File: config.mk
export PLATFORM = sky130hd
export DESIGN_NAME = acr_control
export DESIGN_NICKNAME = d
export VERILOG_FILES = /design/src/core/acr_pkg.sv /design/src/core/acr_control.sv
export SDC_FILE = /design/constraint.sdc
export NUM_CORES = 1
export LEC_CHECK = 0
export BUFFER_PORTS_ARGS = -buffer_cell sky130_fd_sc_hd__clkbuf_2
export CORE_ASPECT_RATIO = 0.75
export CORE_MARGIN = 8
export CORE_UTILIZATION = 55
export DETAILED_ROUTE_END_ITERATION = 7
export PLACE_DENSITY_LB_ADDON = 0.05
export SYNTH_ARGS = -nofsm -noshare
export SYNTH_HDL_FRONTEND = slang
export SYNTH_SLANG_ARGS = --single-unit
export TNS_END_PERCENT = 10
File: constraint.sdc
create_clock -name clk -period 5.83 [get_ports clk]
set_input_delay 1.166 -clock clk [delete_from_list [all_inputs] [get_ports clk]]
set_output_delay 1.166 -clock clk [all_outputs]
set_load 0.005 [all_outputs]
File: src/core/acr_pkg.sv
// Package: register map, field positions and constants of the converter control block
package acr_pkg;
  // Byte offsets (word aligned)
  localparam logic [7:0] PRIMARY_OFFSET = 8'h00;
  localparam logic [7:0] SECONDARY_OFFSET = 8'h04;
  localparam logic [7:0] RESULT_OFFSET = 8'h08;
  localparam logic [7:0] STATUS_OFFSET = 8'h0C;
  // Primary register fields
  localparam int MSC_BIT = 7;
  localparam int REFSEL_BIT = 6;
  localparam int REF_GENERATOR_ON_BIT = 5;
  localparam int PWR_BIT = 4;
  localparam int IE_BIT = 3;
  localparam int IFG_BIT = 2;
  localparam int ENC_BIT = 1;
  localparam int SC_BIT = 0;
  // Secondary register fields
  localparam int CH_LSB = 12;
  localparam int TSRC_LSB = 10;
  localparam int FMT_BIT = 9;
  localparam int INV_BIT = 8;
  localparam int DIV_LSB = 5;
  localparam int CSRC_LSB = 3;
  localparam int SEQ_LSB = 1;
  localparam int BUSY_BIT = 0;
  // Reset values
  localparam logic [7:0] PRIMARY_RESET = 8'h00;
  localparam logic [15:0] SECONDARY_RESET = 16'h0000;
  // Fields writable only while conversions are disabled
  localparam logic [7:0] PRIMARY_LOCK_MASK = 8'hC0;
  localparam logic [15:0] SECONDARY_LOCK_MASK = 16'hFFFE;
  // Converter core takes one more than this many converter clock ticks per conversion
  localparam logic [3:0] CONV_TICKS = 4'hB;
  localparam logic [3:0] SAMPLE_TICKS = 4'h4;
  typedef enum logic [1:0] {
    SEQ_SINGLE,
    SEQ_CHANNELS,
    SEQ_REPEAT_SINGLE,
    SEQ_REPEAT_CHANNELS
  } acr_seq_type;
  typedef enum logic [1:0] {
    TRIG_SOFTWARE,
    TRIG_TIMER_OUT1,
    TRIG_TIMER_OUT0,
    TRIG_TIMER_OUT2
  } acr_trig_type;
endpackage

File: src/core/acr_control.sv
// Converter control and status registers with sequencer, AHB-Lite slave
//
// Decided for this implementation: the address map and the AHB-Lite interface to the registers.
`timescale 1ns/10ps
`default_nettype none
module acr_control (
  // Clock and reset
  input wire logic clk,
  input wire logic rst_n,
  // AHB-Lite slave
  input wire logic hsel,
  input wire logic [31:0] haddr,
  input wire logic [1:0] htrans,
  input wire logic hwrite,
  input wire logic [2:0] hsize,
  input wire logic [31:0] hwdata,
  input wire logic hready,
  output logic [31:0] hrdata,
  output logic hreadyout,
  output logic hresp,
  // Trigger and clock pins from outside
  input wire logic timer_out0,
  input wire logic timer_out1,
  input wire logic timer_out2,
  input wire logic internal_conv_oscillator,
  input wire logic aux_clock,
  input wire logic main_clock,
  input wire logic sub_main_clock,
  // Converter core side
  input wire logic [9:0] core_result,
  output logic core_sample,
  output logic core_convert,
  output logic [3:0] core_channel,
  output logic converter_power,
  output logic ref_generator_on,
  output logic ref_voltage_select,
  // Transfer controller and interrupt
  input wire logic transfer_controller_active,
  input wire logic transfer_block_done,
  output logic result_loaded,
  output logic conv_irq,
  input wire logic conv_irq_accept
);
  // ==========================================================
  // Register state
  logic [7:0] primary;
  logic [15:0] secondary;
  logic [9:0] result_raw;
  logic busy;

  wire multi_sample_conv = primary[acr_pkg::MSC_BIT];
  wire conv_irq_enable = primary[acr_pkg::IE_BIT];
  wire conv_irq_flag = primary[acr_pkg::IFG_BIT];
  wire conversion_enable = primary[acr_pkg::ENC_BIT];
  wire software_start = primary[acr_pkg::SC_BIT];
  wire [3:0] input_channel_sel = secondary[acr_pkg::CH_LSB +: 4];
  wire [1:0] trigger_source_sel = secondary[acr_pkg::TSRC_LSB +: 2];
  wire result_format = secondary[acr_pkg::FMT_BIT];
  wire trigger_invert = secondary[acr_pkg::INV_BIT];
  wire [2:0] clock_divider_sel = secondary[acr_pkg::DIV_LSB +: 3];
  wire [1:0] clock_source_sel = secondary[acr_pkg::CSRC_LSB +: 2];
  wire [1:0] sequence_mode_sel = secondary[acr_pkg::SEQ_LSB +: 2];

  assign converter_power = primary[acr_pkg::PWR_BIT];
  assign ref_generator_on = primary[acr_pkg::REF_GENERATOR_ON_BIT];
  assign ref_voltage_select = primary[acr_pkg::REFSEL_BIT] & ref_generator_on;

  // ==========================================================
  // Pin synchronisers: trigger inputs and the four clock sources
  logic [6:0] sync_a;
  logic [6:0] sync_b;
  wire [6:0] pin_in = {sub_main_clock, main_clock, aux_clock, internal_conv_oscillator,
                       timer_out2, timer_out0, timer_out1};
  always_ff @(posedge clk or negedge rst_n) begin
    if (!rst_n) begin
      sync_a <= 7'h00;
      sync_b <= 7'h00;
    end else begin
      sync_a <= pin_in;
      sync_b <= sync_a;
    end
  end

  // ==========================================================
  // Converter clock: selected source edge, then divide by code plus one
  logic src_prev;
  logic [2:0] div_count;
  wire src_level = sync_b[3 + clock_source_sel];
  wire src_edge = src_level & ~src_prev;
  wire conv_tick = src_edge && (div_count == clock_divider_sel);
  always_ff @(posedge clk or negedge rst_n) begin
    if (!rst_n) begin
      src_prev <= 1'b0;
      div_count <= 3'h0;
    end else begin
      src_prev <= src_level;
      if (conv_tick || !converter_power)
        div_count <= 3'h0;
      else if (src_edge)
        div_count <= div_count + 3'h1;
    end
  end

  // ==========================================================
  // Sample-input signal: source select, optional invert, edge detect
  logic shi_prev;
  wire timer_pick = (trigger_source_sel == acr_pkg::TRIG_TIMER_OUT1) ? sync_b[0] :
                    (trigger_source_sel == acr_pkg::TRIG_TIMER_OUT0) ? sync_b[1] : sync_b[2];
  wire sw_source = (trigger_source_sel == acr_pkg::TRIG_SOFTWARE);
  wire sample_input_signal = (sw_source ? software_start : timer_pick) ^ trigger_invert;
  wire shi_rise = sample_input_signal & ~shi_prev;
  always_ff @(posedge clk or negedge rst_n) begin
    if (!rst_n)
      shi_prev <= 1'b0;
    else
      shi_prev <= sample_input_signal;
  end

  // ==========================================================
  // Sequencer
  typedef enum logic [1:0] {IDLE, WAIT_TRIG, SAMPLE, CONVERT} acr_state_type;
  acr_state_type state;
  logic [3:0] tick_count;
  logic [3:0] channel;
  logic armed;
  wire single_mode = (sequence_mode_sel == acr_pkg::SEQ_SINGLE);
  wire seq_mode = (sequence_mode_sel == acr_pkg::SEQ_CHANNELS) ||
                  (sequence_mode_sel == acr_pkg::SEQ_REPEAT_CHANNELS);
  wire repeat_mode = sequence_mode_sel[1];
  wire auto_next = multi_sample_conv && !single_mode && armed;
  wire go = conversion_enable && converter_power;
  wire conv_done = (state == CONVERT) && conv_tick && (tick_count == acr_pkg::CONV_TICKS);
  wire last_of_seq = !seq_mode || (channel == 4'h0);
  wire more = repeat_mode ? conversion_enable : !last_of_seq;
  assign result_loaded = conv_done;
  assign core_sample = (state == SAMPLE);
  assign core_convert = (state == CONVERT);
  assign core_channel = channel;

  always_ff @(posedge clk or negedge rst_n) begin
    if (!rst_n) begin
      state <= IDLE;
      tick_count <= 4'h0;
      channel <= 4'h0;
      armed <= 1'b0;
      result_raw <= 10'h000;
    end else begin
      unique case (state)
        IDLE: begin
          armed <= 1'b0;
          channel <= input_channel_sel;
          if (go && shi_rise) begin
            state <= SAMPLE;
            tick_count <= 4'h0;
          end
        end
        WAIT_TRIG: begin
          if (!go)
            state <= IDLE;
          else if (auto_next || shi_rise) begin
            state <= SAMPLE;
            tick_count <= 4'h0;
          end
        end
        SAMPLE: begin
          if (conv_tick) begin
            if (tick_count == acr_pkg::SAMPLE_TICKS) begin
              state <= CONVERT;
              tick_count <= 4'h0;
            end else
              tick_count <= tick_count + 4'h1;
          end
        end
        CONVERT: begin
          if (conv_tick)
            tick_count <= tick_count + 4'h1;
          if (conv_done) begin
            result_raw <= core_result;
            armed <= 1'b1;
            if (seq_mode)
              channel <= (channel == 4'h0) ? input_channel_sel : channel - 4'h1;
            state <= more ? WAIT_TRIG : IDLE;
          end
        end
      endcase
      if (!converter_power)
        state <= IDLE;
    end
  end
  // Busy covers the whole sequence, including waits between samples
  assign busy = (state != IDLE);

  // ==========================================================
  // AHB-Lite slave: zero wait states, always OKAY
  logic wr_pend;
  logic [7:0] wr_addr;
  wire take = hsel && hready && htrans[1];
  wire wr_primary = wr_pend && (wr_addr == acr_pkg::PRIMARY_OFFSET);
  wire wr_secondary = wr_pend && (wr_addr == acr_pkg::SECONDARY_OFFSET);
  // Locked fields keep old value while conversions are enabled
  wire [7:0] p_keep = conversion_enable ? acr_pkg::PRIMARY_LOCK_MASK : 8'h00;
  wire [15:0] s_keep = conversion_enable ? acr_pkg::SECONDARY_LOCK_MASK : 16'h0000;
  wire flag_set = transfer_controller_active ? transfer_block_done : conv_done;
  wire flag_clear_sw = wr_primary && !hwdata[acr_pkg::IFG_BIT];
  wire flag_clear = flag_clear_sw || (conv_irq_accept && conv_irq);
  wire [7:0] p_written = (primary & p_keep) | (hwdata[7:0] & ~p_keep);
  wire [15:0] s_written = (secondary & s_keep) | (hwdata[15:0] & ~s_keep);
  wire next_flag = flag_set | (conv_irq_flag & ~flag_clear);
  wire start_seen = (state != IDLE) || shi_rise;
  wire next_start = wr_primary ? hwdata[acr_pkg::SC_BIT] : (software_start & ~start_seen);
  wire [7:0] p_base = wr_primary ? p_written : primary;

  always_ff @(posedge clk or negedge rst_n) begin
    if (!rst_n) begin
      wr_pend <= 1'b0;
      wr_addr <= 8'h00;
      primary <= acr_pkg::PRIMARY_RESET;
      secondary <= acr_pkg::SECONDARY_RESET;
    end else begin
      wr_pend <= take && hwrite;
      wr_addr <= haddr[7:0];
      primary <= {p_base[7:3], next_flag, p_base[1], next_start};
      if (wr_secondary)
        secondary <= {s_written[15:1], 1'b0};
    end
  end

  // Result justification by format
  wire [15:0] result_view = result_format ? {result_raw, 6'h00} : {6'h00, result_raw};
  wire [7:0] rd_addr = haddr[7:0];
  wire [31:0] rd_value = (rd_addr == acr_pkg::PRIMARY_OFFSET) ? {24'h00_0000, primary} :
                         (rd_addr == acr_pkg::SECONDARY_OFFSET) ? {16'h0000, secondary[15:1], busy} :
                         (rd_addr == acr_pkg::RESULT_OFFSET) ? {16'h0000, result_view} :
                         (rd_addr == acr_pkg::STATUS_OFFSET) ? {28'h000_0000, channel} : 32'h0000_0000;
  always_ff @(posedge clk or negedge rst_n) begin
    if (!rst_n)
      hrdata <= 32'h0000_0000;
    else if (take && !hwrite)
      hrdata <= rd_value;
  end
  assign hreadyout = 1'b1;
  assign hresp = 1'b0;
  assign conv_irq = conv_irq_flag & conv_irq_enable;
endmodule // acr_control
`default_nettype wire

Word level (Yosys, flattened, before mapping)
Cells that the tools add are included.
Widths: inputs -> output; s select.
{"block": "classes", "add_sub_neg": 4, "order_cmp": 1, "eq_ne": 26, "mux": 39, "n_bitwise": 20, "n_reduce_logical": 41}
{"op": "$mux 16", "count": 5}
{"op": "$mux 4", "count": 10}
{"op": "$and 16x16->16", "count": 2}
{"op": "$and 8x8->8", "count": 2}
{"op": "$eq 8x3->1 const B", "count": 2}
{"op": "$eq 8x4->1 const B", "count": 2}
{"op": "$logic_not 8->1", "count": 2}
{"op": "$not 16->16", "count": 1}
{"op": "$or 16x16->16", "count": 1}
{"op": "$pmux 4 s4", "count": 1}
{"op": "$logic_and 1x1->1", "count": 15}
{"op": "$mux 2", "count": 7}
{"op": "$reduce_and 5->1", "count": 2}
{"op": "$mux 1", "count": 9}
{"op": "$ne 3x2->1 const B", "count": 3}
{"op": "$eq 2x2->1 const B", "count": 4}
{"op": "$mux 8", "count": 1}
{"op": "$ne 2x1->1 const B", "count": 4}
{"op": "$not 8->8", "count": 1}
{"op": "$or 8x8->8", "count": 1}
{"op": "$pmux 2 s4", "count": 1}
{"op": "$pmux 4 s2", "count": 1}
{"op": "$and 1x1->1", "count": 6}
{"op": "$eq 2x1->1 const B", "count": 3}
{"op": "other kinds (24)", "count": 45}
{"block": "word_totals", "reg_bits": 104, "input_bits": 94, "wordCells": 147}

Depth between registers and ports, before layout
{"block": "logic_depth", "word_depth": 11, "depth_mapped": 8, "depth_no_buf": 8}

Worst setup path after synthesis
Ideal clock, no wire load.
{"block": "synth_timing", "kind": "register -> output", "startpoint": "register (tool-made name)", "endpoint": "output port result_loaded", "arrival_ns": 1.763, "setup_slack_ns": 2.901, "path_stages_with_launch": 7, "path_buffers": 1, "path_cell_list": "dfrtp_1 inv_1 ha_1 mux2_2 a211oi_2 nor4_4 buf_2"}
{"element": "to (decl)", "line_no": "acr_control.sv:40", "text": "output logic result_loaded,"}

==> summary.md <==
| Metric | Value |
|---|---|
| Status | completed |
| # port buffers | 76 |
| Initial detailed-routing violation count | between 150 and 200 |
| Residual DRC count | 0 |
| Rel. slew slack | 27.03% |
| Share of layout cells above drive strength 1 | a little under a third |
| Post-cts gate resize count | 0 |
| Kind of end point of the critical path | primary output |
| Tmin final | around 3.6 ns |
| Setup crit start kind | flip-flop |
| Hold buffer count at cts | 0 |
| Non-filler instance count after layout | 540 |
| CTS tree | done |
| Setup_tns | 0 ns |
| Final WS setup | around 2.3 ns |
| Commonest non-fill, non-tap cell in the layout | dfrtp_1 |
| Area growth syn-to-layout | 13.86% |
| Post-Syn Instances | approximately 360 |
| Reg2Reg Capture Point | core_channel[0]$_DFFE_PN0P_ |
| FF+latch count, synth | between 80 and 90 |
| # setup viols final | 0 |
| R2r setup slk | 3.03 ns |
| Post-synth EDFFs | 0 |
| Final Skew | roughly 0.006 ns |
| # nets final | roughly 540 |
| DR pass1 iterations | 4 |
| Hold Path Sink | sync_b[6]$_DFF_PN0_ |
| Synthesized cell area | around 4200 um^2 |
| Commonest non-fill, non-tap cells in the layout | 88 x dfrtp_1, 75 x clkbuf_2, 35 x mux2_2 |
| Max cap viols | 0 |
| Largest net degree at the start of global routing | between 80 and 90 |
| Slew Viols, Final | 0 |
| Die Height | about 92 um |
| Number of global-route vias before repair | 3092 |
| Seq/Total Area, Yosys | 52.13% |
| Critical path fanouts, max | 16 |
| Hold Crit Class | reg2reg |
| Root Buffer | clkbuf_8 |
| Largest cells by area after synthesis | dfrtp_1 52%, mux2_2 9.3%, buf_4 3.2% |
| Clock Tree Buf Depth | 2 |
| R2R depth | 9 |
| Final instance area | 4810 um^2 |
| I/O pin cnt | 139 |
| Global-route wire length before repair | ~16 mm |
| Final ANT Viol Nets | 0 |
| Global route overflow | 0 |
| Cell variety after synth | 55 |
| Total number of yosys warnings | 0 |
| Final Hold Viols | 0 |
| Vias | 2990 |
| Pwr/cell area | roughly 240 nW/um^2 |
| Fin crit share | between 60 and 70% |
| Clk sinks | just under 90 |
| WL final | 9.532 mm |
| Final Util | 65.01% |
| DPL Wire Length | 7.081 mm |
| Pre-CTS setup slack | between 2 and 3 ns |
| Data arrival, critical path | between 2 and 2.5 ns |
| Post-CTS Setup Bufs | 0 |
| RePlAce Congestion | ~0.78 |
| Clock transition at the registers of the reported paths | approximately 0.090 ns |
| Power, Total | roughly 1.2 mW |
| RSZ-0062 raised after global routing | false |
| Maximum achievable frequency | 280.6 MHz |
| Main synth FF type | dfrtp_1 |
| Hold slack final | between 0.3 and 0.4 ns |
| Placed cell area | roughly 4600 um^2 |
| Hold Startpoint | sync_a[6]$_DFF_PN0_ |
| Drt wl/cell | 17.65 um |
| H-tree levels | 3 |
| Initial Utilization | between 50% and 60% |
| Cell row count | 27 |
| Die Area | ~11000 um^2 |
| Lkg Pwr | ~2.3 nW |
| Hold Path Stages | 0 |
| Synthesized area per cell | approximately 12 um^2 |
| Worst-margin pin slew | approximately 1.1 ns |
| Area fraction of the dominant cell type after synthesis | 52.13% |
| Initial antenna violation count | 0 |
| IR drop worst, VDD | 0.1635 mV |
| Synth area leader | dfrtp_1 |
| Core area | between 7000 and 8000 um^2 |
| Gr usage total | 18.67% |
| Placed Cells | 524 |
| Die Wd | between 100 and 150 um |
| Antenna Cells | 0 |
| Worst path required time | 4.66 ns |
| FFs w/ async S/R, synth | 100.0% |
| Critical path type | reg2out |
| Insertion delay to the later sink of the worst-skew pair | 0.36 ns |
| Number of CTS-inserted buffers | 9 |
| Via density per instance | roughly 5.5 |
routing by layer:
| layer | GRT usage (%) | part of all wire [%] | wire (um) |
|---|---|---|---|
| met4 | 5.951 | 1.3 | 128 |
| met2 | 28.29 | 45 | 4265 |
| met5 | 0 | 0 | 0 |
| met1 | 25.83 | 47 | 4500 |
| met3 | 4.388 | 6.7 | 639 |
critical path, cell delays in order, from the launching register on:
cell and delay [ns]:
dfrtp_1 0.46, inv_1 0.07, ha_1 0.33, mux2_2 0.35, a211oi_2 0.39, nor4_4 0.08
buf_4 0.22, clkbuf_2 0.14
how the worst max path moves through the flow:
stage / end / startpoint / cells after the start
2_1_floorplan: result_loaded / flip-flop / 6
3_3_place_gp: hrdata[2]$_DFFE_PN0P_ / hwrite / 4
3_5_place_dp: hrdata[8]$_DFFE_PN0P_ / hwrite / 4
4_1_cts: result_loaded / flip-flop / 7
5_1_grt: result_loaded / flip-flop / 7
6_report: result_loaded / flip-flop / 7
area by class of cell:
cell class / count / area (um^2)
fillers: 623 / 2589
clock buffers: 11 / 131.4
clock inverters: 5 / 63.81
repair buffers: 77 / 390.4
well taps: 101 / 126.4
multi-input cells: 246 / 1851
inverters: 12 / 45.04
flip-flops and latches: 88 / 2202
Yosys cell counts (3+ instances only):
cell / instances
nand4b_1: 3
xnor2_1: 4
o21ai_0: 19
and3_1: 3
mux2i_1: 12
nand2b_1: 5
mux4_2: 4
dfrtp_1: 88
nor2_1: 17
nor4_1: 5
nor3_1: 4
a21oi_1: 5
and3b_1: 3
ha_1: 10
a22o_1: 10
a31oi_1: 6
buf_4: 18
a22oi_1: 6
inv_1: 12
nand2_1: 24
nor2b_1: 10
mux2_2: 35
nand3_1: 5
clkbuf_1: 11
cell families (layout without fill, tap and decap cells):
kind of cell / after synthesis / after routing / synth area share (%)
AND/OR/NAND/NOR: 94 / 94 / 12.38
adder cells (fa/ha/maj): 10 / 10 / 2.962
other: 2 / 18 / 0.1778
XOR/XNOR: 4 / 4 / 0.8293
flip-flops: 88 / 88 / 52.13
buffers and inverters: 43 / 105 / 5.480
multiplexers: 51 / 51 / 14.31
AO/OA/AOI/OAI: 69 / 69 / 11.73
power by group:
part           switching [mW]  leakage (nW)  internal (mW)
combinational          0.0459          1.06         0.0377
sequential             0.0158          1.12          0.627
clock                   0.222        0.0945          0.202
total                   0.284          2.28          0.867
Power figures use the tool's default switching activity.
